`config.mk`:
```
export PLATFORM = sky130hd
export DESIGN_NAME = fid_instr_decode
export DESIGN_NICKNAME = d
export VERILOG_FILES = /design/src/hdl/fid_phase_gen.v /design/src/hdl/fid_field_split.v /design/src/hdl/fid_instr_decode.v
export VERILOG_INCLUDE_DIRS = /design/src /design/src/hdl
export SDC_FILE = /design/constraint.sdc
export NUM_CORES = 1
export LEC_CHECK = 0
export ABC_AREA = 1
export BUFFER_PORTS_ARGS = -buffer_cell sky130_fd_sc_hd__buf_2
export CORE_MARGIN = 2
export CORE_UTILIZATION = 40
export DETAILED_ROUTE_END_ITERATION = 10
export GPL_ROUTABILITY_DRIVEN = 1
export PLACE_DENSITY = 0.67
export SYNTH_ARGS = -nofsm -noshare
export SYNTH_HDL_FRONTEND = slang
export SYNTH_SLANG_ARGS = --single-unit
```
`constraint.sdc`:
```
create_clock -name mclk -period 1.2 [get_ports mclk]
set_input_delay 0.3 -clock mclk [delete_from_list [all_inputs] [get_ports mclk]]
set_output_delay 0.3 -clock mclk [all_outputs]
set_load 0.005 [all_outputs]
```
`src/hdl/fid_defs.vh`:
```
// Constants for the fourteen-bit instruction decode block.
// Assumes inclusion by bare name from every design file that needs it.
`ifndef FID_DEFS_VH
`define FID_DEFS_VH

// ****************************************
// Word and field layout
// ****************************************
`define FID_WORD_W        14
`define FID_OPC_HI        13
`define FID_OPC_LO        8
`define FID_DEST_BIT      7
`define FID_FILE_HI       6
`define FID_FILE_LO       0
`define FID_BIT_HI        9
`define FID_BIT_LO        7
`define FID_LIT8_HI       7
`define FID_LIT11_HI      10
`define FID_CLASS_HI      13
`define FID_CLASS_LO      12
`define FID_LONG_HI       13
`define FID_LONG_LO       11
`define FID_BIT_TEST_POS  11

// ****************************************
// Class codes and special encodings
// ****************************************
`define FID_CLASS_BYTE    2'h0
`define FID_CLASS_BITOP   2'h1
`define FID_CLASS_LIT     2'h2
`define FID_LONG_CODE     3'h4
`define FID_LONG_MASK     3'h6
`define FID_OPC_MISC      6'h00
`define FID_OPC_CLRACC    6'h01
`define FID_FILE_MAX      7'h7f
`define FID_DEST_ACC      1'h0
`define FID_DEST_FILE     1'h1

// ****************************************
// Timing
// ****************************************
`define FID_PHASES        4
`define FID_PH_Q1         2'h0
`define FID_PH_Q2         2'h1
`define FID_PH_Q3         2'h2
`define FID_PH_Q4         2'h3

`endif

```
`src/hdl/fid_phase_gen.v`:
```
// Splits the oscillator clock into four phases per instruction cycle.
// Assumes mclk is the oscillator and rst_n is synchronous.
`timescale 1ns/10ps
`include "fid_defs.vh"

module fid_phase_gen (
	input  wire       mclk,
	input  wire       rst_n,
	output reg  [1:0] phase,
	output wire       last_phase
);

	// ****************************************
	// Phase counter
	// ****************************************
	always @(posedge mclk) begin
		if (!rst_n) begin
			phase <= `FID_PH_Q1;
		end else begin
			phase <= phase + 2'h1;
		end
	end

	assign last_phase = (phase == `FID_PH_Q4);

endmodule

```
`src/hdl/fid_field_split.v`:
```
// Splits a fourteen-bit instruction word into its class and operand fields.
// Pure combinational; the caller registers the results.
`timescale 1ns/10ps
`include "fid_defs.vh"

module fid_field_split (
	input  wire [13:0] word,
	output reg  [1:0]  iclass,
	output wire [5:0]  opcode,
	output wire        dest_sel,
	output reg  [6:0]  file_addr,
	output wire [2:0]  bit_sel,
	output reg  [10:0] literal,
	output reg         long_lit,
	output reg         names_file
);

	wire [1:0] top_bits;
	wire       is_misc;
	wire       is_clracc;

	assign top_bits  = word[`FID_CLASS_HI:`FID_CLASS_LO];
	assign opcode    = word[`FID_OPC_HI:`FID_OPC_LO];
	assign dest_sel  = word[`FID_DEST_BIT];
	assign bit_sel   = word[`FID_BIT_HI:`FID_BIT_LO];
	assign is_misc   = (opcode == `FID_OPC_MISC) && (dest_sel == `FID_DEST_ACC);
	assign is_clracc = (opcode == `FID_OPC_CLRACC) && (dest_sel == `FID_DEST_ACC);

	// ****************************************
	// Class and operand selection
	// ****************************************
	always @* begin
		iclass     = (top_bits == `FID_CLASS_BYTE)  ? `FID_CLASS_BYTE :
		             (top_bits == `FID_CLASS_BITOP) ? `FID_CLASS_BITOP : `FID_CLASS_LIT;
		long_lit   = ((word[`FID_LONG_HI:`FID_LONG_LO] & `FID_LONG_MASK) == `FID_LONG_CODE);
		file_addr  = word[`FID_FILE_HI:`FID_FILE_LO] & `FID_FILE_MAX;
		literal    = 11'h000;
		names_file = 1'b0;
		case (iclass)
			`FID_CLASS_BYTE: begin
				// Misc and clear-accumulator words carry don't-care low bits
				if (is_misc || is_clracc) begin
					file_addr = 7'h00;
				end else begin
					names_file = 1'b1;
				end
				long_lit = 1'b0;
			end
			`FID_CLASS_BITOP: begin
				names_file = 1'b1;
				long_lit   = 1'b0;
			end
			default: begin
				file_addr = 7'h00;
				if (long_lit) begin
					literal = word[`FID_LIT11_HI:0];
				end else begin
					literal = {3'h0, word[`FID_LIT8_HI:0]};
				end
			end
		endcase
	end

endmodule

```
`src/hdl/fid_instr_decode.v`:
```
// Instruction decode and execution timing for a fourteen-bit instruction word.
// Assumes fetch and datapath logic run on mclk; no input crosses a clock domain.
//
// Behaviour
// - Every instruction is one 14-bit word: opcode plus operand fields.
// - Words decode into byte, bit, and literal/control classes.
// - Byte ops write the accumulator when d is 0, the file when 1.
// - Bit ops pick one of eight bits in the addressed file register.
// - File address operand spans locations 0x00 through 0x7F.
// - Literal ops take an 8-bit or 11-bit constant field.
// - One instruction cycle is four consecutive oscillator periods.
// - One cycle each; true test or PC change adds a no-op cycle.
// - File-naming instructions read, modify, then store; read always happens.
// - Read phase of a register clear reaches the port, clearing mismatch.
// - Don't-care bits are ignored; execution same for 0 or 1.
`timescale 1ns/10ps
`include "fid_defs.vh"

module fid_instr_decode (
	input  wire        mclk,
	input  wire        rst_n,
	input  wire [13:0] instr_word,
	input  wire        instr_valid,
	input  wire        cond_true,
	input  wire        pc_changed,
	output wire [1:0]  q_phase,
	output reg         cyc_start,
	output reg         ex_valid,
	output reg  [1:0]  ex_class,
	output reg  [5:0]  ex_opcode,
	output reg         ex_dest_file,
	output reg  [6:0]  ex_file_addr,
	output reg  [2:0]  ex_bit_sel,
	output reg  [10:0] ex_literal,
	output reg         ex_long_lit,
	output reg         rf_read_stb,
	output reg         alu_stb,
	output reg         rf_write_stb,
	output reg         acc_write_stb,
	output reg         dummy_cycle,
	output reg         fetch_flush
);

	// ****************************************
	// Phase generation and field split
	// ****************************************
	wire [1:0]  phase;
	wire        last_phase;
	wire [1:0]  dec_class;
	wire [5:0]  dec_opcode;
	wire        dec_dest;
	wire [6:0]  dec_file;
	wire [2:0]  dec_bit;
	wire [10:0] dec_literal;
	wire        dec_long;
	wire        dec_names_file;

	fid_phase_gen u_phase (
		.mclk       (mclk),
		.rst_n      (rst_n),
		.phase      (phase),
		.last_phase (last_phase)
	);

	fid_field_split u_split (
		.word       (instr_word),
		.iclass     (dec_class),
		.opcode     (dec_opcode),
		.dest_sel   (dec_dest),
		.file_addr  (dec_file),
		.bit_sel    (dec_bit),
		.literal    (dec_literal),
		.long_lit   (dec_long),
		.names_file (dec_names_file)
	);

	assign q_phase = phase;

	// ****************************************
	// Phase decode
	// ****************************************
	wire [3:0] phase_hot;
	genvar     g;

	// One flag per oscillator period of the instruction cycle
	generate
		for (g = 0; g < `FID_PHASES; g = g + 1) begin : g_phase
			assign phase_hot[g] = ({30'h0, phase} == g);
		end
	endgenerate

	// ****************************************
	// Executing instruction state
	// ****************************************
	reg  ex_names_file;
	reg  ex_writes_file;
	reg  ex_writes_acc;
	reg  next_dummy;
	reg  next_writes_file;
	reg  next_writes_acc;
	wire active;
	wire take_word;
	wire drop_word;

	// Dummy cycle blocks every strobe
	assign active = ex_valid && !dummy_cycle;

	// ****************************************
	// Destination decode for the incoming word
	// ****************************************
	// File register store: byte ops with d set, bit set and clear forms
	always @* begin
		next_writes_file = 1'b0;
		case (dec_class)
			`FID_CLASS_BYTE: begin
				if (dec_names_file) begin
					next_writes_file = (dec_dest == `FID_DEST_FILE);
				end
			end
			`FID_CLASS_BITOP: begin
				// Test forms only read
				next_writes_file = !dec_opcode[`FID_BIT_TEST_POS - `FID_OPC_LO];
			end
			default: begin
				next_writes_file = 1'b0;
			end
		endcase
	end

	// Accumulator store: byte ops with d clear, clear-accumulator, short literals
	always @* begin
		next_writes_acc = 1'b0;
		case (dec_class)
			`FID_CLASS_BYTE: begin
				if (dec_names_file) begin
					next_writes_acc = (dec_dest == `FID_DEST_ACC);
				end else begin
					next_writes_acc = (dec_opcode == `FID_OPC_CLRACC);
				end
			end
			`FID_CLASS_BITOP: begin
				next_writes_acc = 1'b0;
			end
			default: begin
				next_writes_acc = !dec_long;
			end
		endcase
	end

	// ****************************************
	// No-op cycle decision
	// ****************************************
	// Second cycle becomes a no-op after a true test or a PC change
	always @* begin
		next_dummy = active && (cond_true || pc_changed);
	end

	// Q4 edge either takes the fetched word or drops it
	assign take_word = last_phase && !next_dummy;
	assign drop_word = last_phase && next_dummy;

	// ****************************************
	// Strobe enables
	// ****************************************
	wire rd_en;
	wire mod_en;
	wire wr_en;
	wire acc_en;

	// Read lands in Q2 even for store-only ops such as a clear
	assign rd_en  = active && ex_names_file && phase_hot[`FID_PH_Q1];
	assign mod_en = active && phase_hot[`FID_PH_Q2];
	assign wr_en  = active && ex_writes_file && phase_hot[`FID_PH_Q3];
	assign acc_en = active && ex_writes_acc && phase_hot[`FID_PH_Q3];

	// ****************************************
	// Instruction cycle boundary
	// ****************************************
	// Q1 marker for the partner logic
	always @(posedge mclk) begin
		if (!rst_n) begin
			cyc_start <= 1'b0;
		end else begin
			cyc_start <= last_phase;
		end
	end

	// No-op cycle level and its one-cycle flush marker
	always @(posedge mclk) begin
		if (!rst_n) begin
			dummy_cycle <= 1'b0;
			fetch_flush <= 1'b0;
		end else begin
			fetch_flush <= drop_word;
			if (last_phase) begin
				dummy_cycle <= next_dummy;
			end
		end
	end

	// ****************************************
	// Class and opcode capture
	// ****************************************
	always @(posedge mclk) begin
		if (!rst_n) begin
			ex_class     <= `FID_CLASS_BYTE;
			ex_opcode    <= 6'h00;
			ex_dest_file <= `FID_DEST_FILE;
		end else if (take_word) begin
			ex_class     <= dec_class;
			ex_opcode    <= dec_opcode;
			ex_dest_file <= dec_dest;
		end
	end

	// ****************************************
	// Operand capture
	// ****************************************
	// Operands hold through a no-op cycle; ex_valid says whether they count
	always @(posedge mclk) begin
		if (!rst_n) begin
			ex_file_addr <= 7'h00;
			ex_bit_sel   <= 3'h0;
			ex_literal   <= 11'h000;
			ex_long_lit  <= 1'b0;
		end else if (take_word) begin
			ex_file_addr <= dec_file;
			ex_bit_sel   <= dec_bit;
			ex_literal   <= dec_literal;
			ex_long_lit  <= dec_long;
		end
	end

	// ****************************************
	// Execution intent
	// ****************************************
	// Prefetched word is discarded during the no-op cycle
	always @(posedge mclk) begin
		if (!rst_n) begin
			ex_valid <= 1'b0;
		end else if (drop_word) begin
			ex_valid <= 1'b0;
		end else if (take_word) begin
			ex_valid <= instr_valid;
		end
	end

	// Idle and dropped words carry no read or store intent
	always @(posedge mclk) begin
		if (!rst_n) begin
			ex_names_file  <= 1'b0;
			ex_writes_file <= 1'b0;
			ex_writes_acc  <= 1'b0;
		end else if (drop_word) begin
			ex_names_file  <= 1'b0;
			ex_writes_file <= 1'b0;
			ex_writes_acc  <= 1'b0;
		end else if (take_word) begin
			ex_names_file  <= instr_valid && dec_names_file;
			ex_writes_file <= instr_valid && next_writes_file;
			ex_writes_acc  <= instr_valid && next_writes_acc;
		end
	end

	// ****************************************
	// Read-modify-write strobes
	// ****************************************
	// Read of the named file register, Q2
	always @(posedge mclk) begin
		if (!rst_n) begin
			rf_read_stb <= 1'b0;
		end else begin
			rf_read_stb <= rd_en;
		end
	end

	// Modify, Q3, for every executing instruction
	always @(posedge mclk) begin
		if (!rst_n) begin
			alu_stb <= 1'b0;
		end else begin
			alu_stb <= mod_en;
		end
	end

	// Store to the file register, Q4
	always @(posedge mclk) begin
		if (!rst_n) begin
			rf_write_stb <= 1'b0;
		end else begin
			rf_write_stb <= wr_en;
		end
	end

	// Store to the accumulator, Q4
	always @(posedge mclk) begin
		if (!rst_n) begin
			acc_write_stb <= 1'b0;
		end else begin
			acc_write_stb <= acc_en;
		end
	end

endmodule

```
==> results.sh, run 1 <==
export IMPL_rsz0062_at_grt="true"
export IMPL_grt_pass1_wl_mm=5.81
export IMPL_synth_edf_count=0
export IMPL_yosys_area_top_type="dfxtp_1"
export IMPL_wl_mm=3.85
export IMPL_max_freq_ghz=0.846
export IMPL_insertion_delay_ns=0.29
export IMPL_wl_per_cell_um=12.0
export IMPL_fin_crit_sh_pct=98.5
export IMPL_initial_core_util_pct=40.7
export IMPL_ys_flop_type="dfxtp_1"
export IMPL_nFillCells=359
export IMPL_clockBufferDepth=2
export IMPL_relSlewSlack_pct=76.7
export IMPL_hold_worst_slack_ns=0.276
export IMPL_synth_area_leaders="dfxtp_1 52%, nand2_1 8.7%, nand3_1 6.9%"
export IMPL_ant_nets=0
export IMPL_slew_violations=0
export IMPL_drc=0
export IMPL_setup_worst_path_start_class="flop"
export IMPL_syn_num_nets=213
export IMPL_drt_pass1_iterations=4
export IMPL_crit_fanout=5
export IMPL_tns_ns=0
export IMPL_rows=23
export IMPL_diodes=0
export IMPL_clk_pin_slew_ns=0.08
export IMPL_ys_seq_elements=42
export IMPL_pre_cts_ws_ns=-0.0375
export IMPL_synthDistinctLibCells=24
export IMPL_maxCapViolations=0
export IMPL_post_dp_hpwl_mm=2.71
export IMPL_yosys_area_top_type_share_pct=52.4
export IMPL_grt_pass1_vias=1323
export IMPL_cts_buffers=5
export IMPL_async_flop_share_pct=0
export IMPL_viasPerCell=4.79
export IMPL_portBuffers=59
export IMPL_arrival_ns=1.41
export IMPL_die_area_mm2=0.00453
export IMPL_synth_area_per_cell_um2=8.44
export IMPL_hp_class="in -> reg"
export IMPL_status="complete, no violations"
export IMPL_yosysMostFrequentCell="dfxtp_1"
export IMPL_overflow=0
export IMPL_worst_slew_pin_transition_ns=0.347
export IMPL_yosysSeqAreaShare_pct=52.4
export IMPL_hold_violations=0
export IMPL_die_w_um=67.3
export IMPL_worst_ep_required_time_ns=1.43
export IMPL_areaGrowthSynthToFinish_pct=43.2
export IMPL_fin_nets=293
export IMPL_grt_use_total_pct=17.5
export IMPL_cts_tree="done"
export IMPL_post_route_util_pct=58.3
export IMPL_grt_max_degree=19
export IMPL_globalplace_congestion=0.811
export IMPL_period_needed_ns=1.18
export IMPL_coreArea_mm2=0.00394
export IMPL_synth_cell_area_mm2=0.00160
export IMPL_end_kind="flop"
export IMPL_drt_iter0_markers=26
export IMPL_cts_sinks=42
export IMPL_yosys_warnings=0
export IMPL_postCtsHoldBufs=0
export IMPL_cts_root_buffer="clkbuf_8"
export IMPL_setup_violations_final=0
export IMPL_p_leak_nw=1.08
export IMPL_drive_above_1_share_pct=44.6
export IMPL_p_per_area_mw_per_mm2=1230
export IMPL_htreeDepth=2
export IMPL_boundaryPins=60
export IMPL_fin_ws_ns=0.0184
export IMPL_synth_commonest_cells="42 x dfxtp_1, 37 x nand2_1, 22 x nand3_1"
export IMPL_antenna_found_initial=0
export IMPL_syn_inst=190
export IMPL_peakVddDrop_v=0.000754
export IMPL_path_class="reg -> reg"
export IMPL_die_h_um=67.3
export IMPL_vias=1539
export IMPL_fin_skew_ns=0.00401
-- critical path, stage by stage (launching register included) --
cell	delay, ns
dfxtp_2	0.34
inv_2	0.04
nand2_2	0.06
nor2_2	0.04
inv_2	0.14
nand2_8	0.09
buf_6	0.13
nor2_8	0.10
nand3_2	0.07
a21oi_1	0.11
-- what timing repair did --
item,in CTS,in global routing
cloned,0,2
buffers inserted,0,3
endpoints found under the setup margin,5,29
pin swaps,0,3
endpoints found under the hold margin,0,0
gates resized for setup,2,31
-- per-stage QoR --
stage | instance area, um2 | instances | power [W]
global placement | 2050 | 308 | 0.00177
global route | 2300 | 321 | 0.00295
finish | 2300 | 321 | 0.00283
detailed placement | 2050 | 308 | 0.00177
CTS | 2170 | 316 | 0.00282
floorplan | 1600 | 190 | 0.00163
-- registers in the layout (all words and copies together) (netlist names), 2 cells and up --
| name | cells |
|---|---|
| ex_opcode | 6 |
| ex_literal | 11 |
| u_phase.phase | 2 |
| ex_file_addr | 7 |
| ex_class | 2 |
-- final timing paths --
kind	from	to	slack [ns]	cells past startpoint
min	instr_word[11]	ex_opcode[3]$_SDFFE_PN0P_	0.28	3
max reg2reg	dummy_cycle$_SDFFE_PN0P_	ex_names_file$_SDFFE_PP0P_	0.02	9
min reg2reg	ex_writes_file$_SDFFE_PP0P_	rf_write_stb$_SDFF_PN0_	0.45	2
max	dummy_cycle$_SDFFE_PN0P_	ex_names_file$_SDFFE_PP0P_	0.02	9
-- cell type report --
type / instances / area, um2 / share of cell area (%)
sequential: 42 / 845 / 36.8
multi-input combinational: 122 / 713 / 31.0
timing repair buffer: 82 / 500 / 21.8
clock buffer: 8 / 110 / 4.79
inverter: 17 / 66.3 / 2.89
tap: 50 / 62.6 / 2.72
-- power breakdown --
group	internal (W)	switching, W
combinational	0.000153	0.000184
clock	0.000580	0.000455
sequential	0.00143	0.0000227
-- cells by family after synthesis --
kind of cell	share of synthesized area, %
compound gates	12.9
simple gates	23.7
flops	52.4
buf+inv	7.88
fa+ha+maj	3.12
-- per-layer routing --
layer	share of wire (%)	global-route usage (%)
met5	0	0
met3	5.0	4.50
met1	43	20.6
met4	1.7	9.18
met2	50	29.3
-- cells in the final DEF (no fill, tap or decap), types with 2 or more instances in the layout --
cell and count:
buf_2 60, dfxtp_1 39, nand2_1 36, nand3_1 22, buf_4 16, inv_1 10
nor2_1 9, o21ai_1 9, a21oi_1 9, clkbuf_8 8, inv_2 5, nand2_2 5
o31ai_2 5, o21ai_0 5, buf_6 4, nor2_2 3, a21oi_2 3, ha_1 3
dfxtp_2 3, o31ai_1 2, nor3_1 2, a211oi_1 2
Note: power is estimated with default switching activity, not from simulation.
==> run 2, diff against run 1 <==
Settings changed: CORE_ASPECT_RATIO set to 1.4, PLACE_DENSITY 0.67 to 0.64, TNS_END_PERCENT set to 1.
Clock period 1.2 ns to 1.3 ns, I/O delays scaled along.
==> results.sh, run 2 (synthesis results as in run 1) <==
export IMPL_crit_fanout=15
export IMPL_fin_nets=283
export IMPL_clk_pin_slew_ns=0.08
export IMPL_path_class="reg -> reg"
export IMPL_max_freq_ghz=0.841
export IMPL_wl_mm=3.70
export IMPL_seqCellArea_um2=842
export IMPL_crit_path_top_delay_cell="dfxtp_1"
export IMPL_slew_violations=0
export IMPL_boundaryPins=60
export IMPL_overflow=0
export IMPL_maxCapViolations=0
export IMPL_grt_max_degree=32
export IMPL_stdcell_area_mm2=0.00216
export IMPL_peakVddDrop_v=0.000918
export IMPL_tns_ns=0
export IMPL_cts_buffers=5
export IMPL_largest_register="ex_literal"
export IMPL_ant_nets=0
export IMPL_portBuffers=59
export IMPL_nFillCells=388
export IMPL_cts_root_buffer="clkbuf_8"
export IMPL_grt_pass1_vias=1446
export IMPL_worst_slew_pin_transition_ns=0.314
export IMPL_diodes=0
export IMPL_cts_sinks=42
export IMPL_rows=27
export IMPL_die_area_mm2=0.00454
export IMPL_drt_iter0_markers=13
export IMPL_vias=1485
export IMPL_crit_path_max_incr_delay_ns=0.34
export IMPL_end_kind="flop"
export IMPL_crit_chain="ha_2, nand2_8, clkbuf_16, o31ai_1"
export IMPL_post_cts_buffers=0
export IMPL_path_buf_inv=1
export IMPL_fin_ws_ns=0.111
export IMPL_p_leak_nw=1.03
export IMPL_multiInputGateArea_um2=658
export IMPL_fin_skew_ns=0.00737
export IMPL_p_per_area_mw_per_mm2=1210
export IMPL_layout_commonest_cell="buf_2"
export IMPL_reg2reg_from="u_phase.phase[0]$_SDFF_PN0_"
export IMPL_drive_above_1_share_pct=38.7
export IMPL_worst_r2r_setup_slack_ns=0.11
export IMPL_grt_use_total_pct=16.6
export IMPL_wl_per_cell_um=12.2
export IMPL_hp_start="instr_word[0]"
export IMPL_worst_ep_required_time_ns=1.50
export IMPL_insertion_delay_ns=0.29
export IMPL_critical_path_startpoint="u_phase.phase[0]$_SDFF_PN0_"
export IMPL_period_needed_ns=1.19
export IMPL_globalplace_congestion=0.821
export IMPL_pre_cts_ws_ns=0.0259
export IMPL_postCtsHoldBufs=0
export IMPL_areaGrowthSynthToFinish_pct=34.5
export IMPL_viasPerCell=4.88
export IMPL_hold_violations=0
export IMPL_place_area_mm2=0.00200
export IMPL_setup_worst_path_start_class="flop"
export IMPL_antenna_found_initial=0
export IMPL_clockBufferDepth=2
export IMPL_status="complete, no violations"
export IMPL_die_h_um=78.9
export IMPL_fin_crit_sh_pct=91.5
export IMPL_grt_pass1_wl_mm=5.90
export IMPL_arrival_ns=1.39
export IMPL_crit_family="flip-flops"
export IMPL_drt_pass1_iterations=4
export IMPL_coreArea_mm2=0.00388
export IMPL_post_dp_hpwl_mm=2.72
export IMPL_largestRegisters="ex_literal: 11 flops, ex_file_addr: 7 flops, ex_opcode: 6 flops"
export IMPL_initial_core_util_pct=41.3
export IMPL_hp_class="in -> reg"
export IMPL_cts_repair_resized=0
export IMPL_die_w_um=57.5
export IMPL_setup_violations_final=0
export IMPL_htreeDepth=2
export IMPL_drc=0
export IMPL_cts_tree="done"
export IMPL_largest_reg_flops=11
export IMPL_final_cell_mix="59 x buf_2, 41 x dfxtp_1, 37 x nand2_1, 22 x nand3_1, 15 x o21ai_0"
export IMPL_relSlewSlack_pct=78.9
run 2: where the power goes:
part / switching (W) / leakage (nW) / internal [W] / total [W]
combinational: 0.000154 / 0.632 / 0.000120 / 0.000274
sequential: 0.0000177 / 0.340 / 0.00132 / 0.00134
clock: 0.000430 / 0.0579 / 0.000565 / 0.000995
total: 0.000602 / 1.03 / 0.00200 / 0.00261
run 2: cell type report:
cell class / count / share of cell area, %
Timing Repair Buffer: 73 / 20.0
Inverter: 17 / 2.96
Multi-Input combinational cell: 121 / 30.5
Clock inverter: 3 / 1.86
Clock buffer: 5 / 3.19
Sequential cell: 42 / 39.0
Tap cell: 43 / 2.49
run 2: metal layers:
metal / wire length, um / vias up / global-route usage (%) / share of wire [%]
li1: - / 759 / - / -
met5: 0 / - / 0 / 0
met2: 1920 / 46 / 30.6 / 52
met4: 76 / 0 / 7.67 / 2.1
met1: 1490 / 673 / 16.5 / 40
met3: 212 / 7 / 5.05 / 5.7
run 2: metrics by stage:
step                hold WS, ns  utilization [%]  std cells  power [W]
finish                    0.300             55.5        304    0.00261
global route              0.313             55.5        304    0.00272
CTS                       0.300             54.3        303    0.00261
detailed placement        0.441             51.5        295    0.00163
global placement          0.434             51.5        295    0.00163
floorplan                 0.420                -        190    0.00151
run 2: final timing paths:
check | endpoint | depth (start not counted)
setup / recovery | ex_file_addr[5]$_SDFFE_PN0P_ | 4
setup reg to reg | ex_file_addr[5]$_SDFFE_PN0P_ | 4
hold / removal | ex_file_addr[0]$_SDFFE_PN0P_ | 3
hold reg to reg | rf_write_stb$_SDFF_PN0_ | 2
run 2: tightest hold or removal path, delay by kind of cell:
kind | cells | cell delay (ns)
buffers and inverters | 1 | 0.09
AOI/OAI and AO/OA | 1 | 0.07
and+or+nand+nor | 1 | 0.06
==> run 3, diff against run 2 <==
Clock period 1.3 ns to 1.45 ns, I/O delays scaled along.
==> results.sh, run 3 (synthesis results as in run 1) <==
export IMPL_crit_path_max_incr_delay_ns=0.39
export IMPL_coreArea_mm2=0.00388
export IMPL_relSlewSlack_pct=88.0
export IMPL_portBuffers=59
export IMPL_clockBufferDepth=2
export IMPL_postCtsHoldBufs=0
export IMPL_holdPathEnd="ex_file_addr[0]$_SDFFE_PN0P_"
export IMPL_peakVddDrop_v=0.000958
export IMPL_reg2reg_from="u_phase.phase[1]$_SDFF_PN0_"
export IMPL_hp_class="in -> reg"
export IMPL_fin_skew_ns=0.00254
export IMPL_setup_worst_path_start_class="flop"
export IMPL_worst_r2r_setup_slack_ns=0.17
export IMPL_vias=1448
export IMPL_crit_fanout=9
export IMPL_largest_reg_flops=11
export IMPL_p_sw_w=0.000545
export IMPL_initial_core_util_pct=41.3
export IMPL_insertion_delay_ns=0.29
export IMPL_reg2reg_to="ex_literal[0]$_SDFFE_PN0P_"
export IMPL_cts_buffers=5
export IMPL_drive_above_1_share_pct=34.9
export IMPL_arrival_ns=1.51
export IMPL_wl_per_cell_um=12.1
export IMPL_largest_register="ex_literal"
export IMPL_slew_violations=0
export IMPL_htreeDepth=2
export IMPL_status="complete, no violations"
export IMPL_overflow=0
export IMPL_setup_violations_final=0
export IMPL_post_dp_hpwl_mm=2.66
export IMPL_swShare_pct=25.2
export IMPL_hold_worst_slack_ns=0.336
export IMPL_cts_sinks=42
export IMPL_grt_max_degree=32
export IMPL_drc=0
export IMPL_p_int_w=0.00162
export IMPL_fin_nets=277
export IMPL_diodes=0
export IMPL_max_freq_ghz=0.779
export IMPL_die_h_um=78.9
export IMPL_post_cts_buffers=0
export IMPL_pre_cts_ws_ns=0.124
export IMPL_end_kind="flop"
export IMPL_worst_ep_required_time_ns=1.68
export IMPL_globalplace_congestion=0.850
export IMPL_viasPerCell=4.86
export IMPL_die_area_mm2=0.00454
export IMPL_hp_start="instr_word[0]"
export IMPL_largestRegisters="ex_literal: 11 flops, ex_file_addr: 7 flops, ex_opcode: 6 flops"
export IMPL_pwr_share_seq_pct=55.5
export IMPL_clk_pin_slew_ns=0.08
export IMPL_boundaryPins=60
export IMPL_final_cell_mix="59 x buf_2, 42 x dfxtp_1, 37 x nand2_1, 22 x nand3_1, 15 x o21ai_0"
export IMPL_period_needed_ns=1.28
export IMPL_rsz0062_at_grt="false"
export IMPL_path_class="reg -> reg"
export IMPL_path_buf_inv=1
export IMPL_tns_ns=0
export IMPL_holdPathStages=3
export IMPL_combPwrFrac_pct=10.4
export IMPL_grt_pass1_vias=1368
export IMPL_rr_worst_depth=5
export IMPL_cts_tree="done"
export IMPL_drt_pass1_iterations=4
export IMPL_maxCapViolations=0
export IMPL_p_per_area_mw_per_mm2=1050
export IMPL_worst_slew_pin_transition_ns=0.179
export IMPL_ant_nets=0
export IMPL_grt_use_total_pct=16.6
export IMPL_die_w_um=57.5
export IMPL_antenna_found_initial=0
export IMPL_cts_repair_resized=0
export IMPL_clockPowerShare_pct=34.1
export IMPL_wl_mm=3.60
export IMPL_layout_commonest_cell="buf_2"
export IMPL_cts_root_buffer="clkbuf_8"
export IMPL_rows=27
export IMPL_fin_ws_ns=0.167
export IMPL_areaGrowthSynthToFinish_pct=28.5
export IMPL_drt_iter0_markers=23
export IMPL_fin_crit_sh_pct=88.5
export IMPL_crit_chain="ha_1, nand2_4, nor2_1, inv_2, o21ai_0"
export IMPL_p_leak_nw=0.985
export IMPL_crit_family="flip-flops"
export IMPL_crit_path_top_delay_cell="dfxtp_1"
export IMPL_hold_violations=0
export IMPL_grt_pass1_wl_mm=5.87
==> run 3: changes by cell type in the layout (fill, tap and decap cells not counted), sizes merged <==
cell | previous run | this run
bufinv | 1 | 0
buf | 72 | 67
==> run 3: per-layer routing <==
metal	vias to the layer above	track usage (%)	wire, um
met5	-	0	0
met4	0	8.84	94
met3	8	4.89	205
met2	40	28.0	1780
met1	648	18.6	1530
li1	752	-	-
==> run 3: through the flow <==
| step | area, um2 | power (W) | utilization [%] | std cells |
|---|---|---|---|---|
| after detailed placement | 1980 | 0.00145 | 50.9 | 290 |
| final | 2060 | 0.00216 | 53.1 | 298 |
| after global placement | 1980 | 0.00145 | 50.9 | 290 |
| after floorplan | 1600 | 0.00135 | - | 190 |
| after global routing | 2060 | 0.00225 | 53.1 | 298 |
| after CTS | 2060 | 0.00218 | 53.1 | 298 |
==> run 3: power by group through the flow <==
stage | sequential (W) | combinational (W) | clock [W]
finish | 0.00120 | 0.000225 | 0.000737
global route | 0.00120 | 0.000256 | 0.000785
CTS | 0.00120 | 0.000227 | 0.000753
detailed placement | 0.00123 | 0.000226 | 0
global placement | 0.00123 | 0.000222 | 0
floorplan | 0.00123 | 0.000120 | 0
==> run 3: worst max path at each step <==
stage	start	endpoint	slack [ns]	depth (start not counted)
finish	u_phase.phase[1]$_SDFF_PN0_	ex_literal[0]$_SDFFE_PN0P_	0.17	5
global route	u_phase.phase[1]$_SDFF_PN0_	ex_literal[0]$_SDFFE_PN0P_	0.02	5
CTS	u_phase.phase[1]$_SDFF_PN0_	ex_literal[3]$_SDFFE_PN0P_	0.16	5
detailed placement	pc_changed	ex_literal[0]$_SDFFE_PN0P_	0.12	8
global placement	pc_changed	ex_literal[0]$_SDFFE_PN0P_	0.14	8
floorplan	u_phase.phase[0]$_SDFF_PN0_	ex_names_file$_SDFFE_PP0P_	0.23	4
==> run 3: worst min-delay path, cell delays in order <==
cell and delay, ns:
buf_2 0.09, nand2_1 0.06, o31ai_1 0.07
==> run 3: final cells by class <==
class	instances	area, um2
sequential	42	841
timing repair buffer	67	380
fill	378	1820
inverter	17	63.8
clock inverter	2	13.8
clock buffer	6	72.6
tap	43	53.8
multi-input combinational	121	637
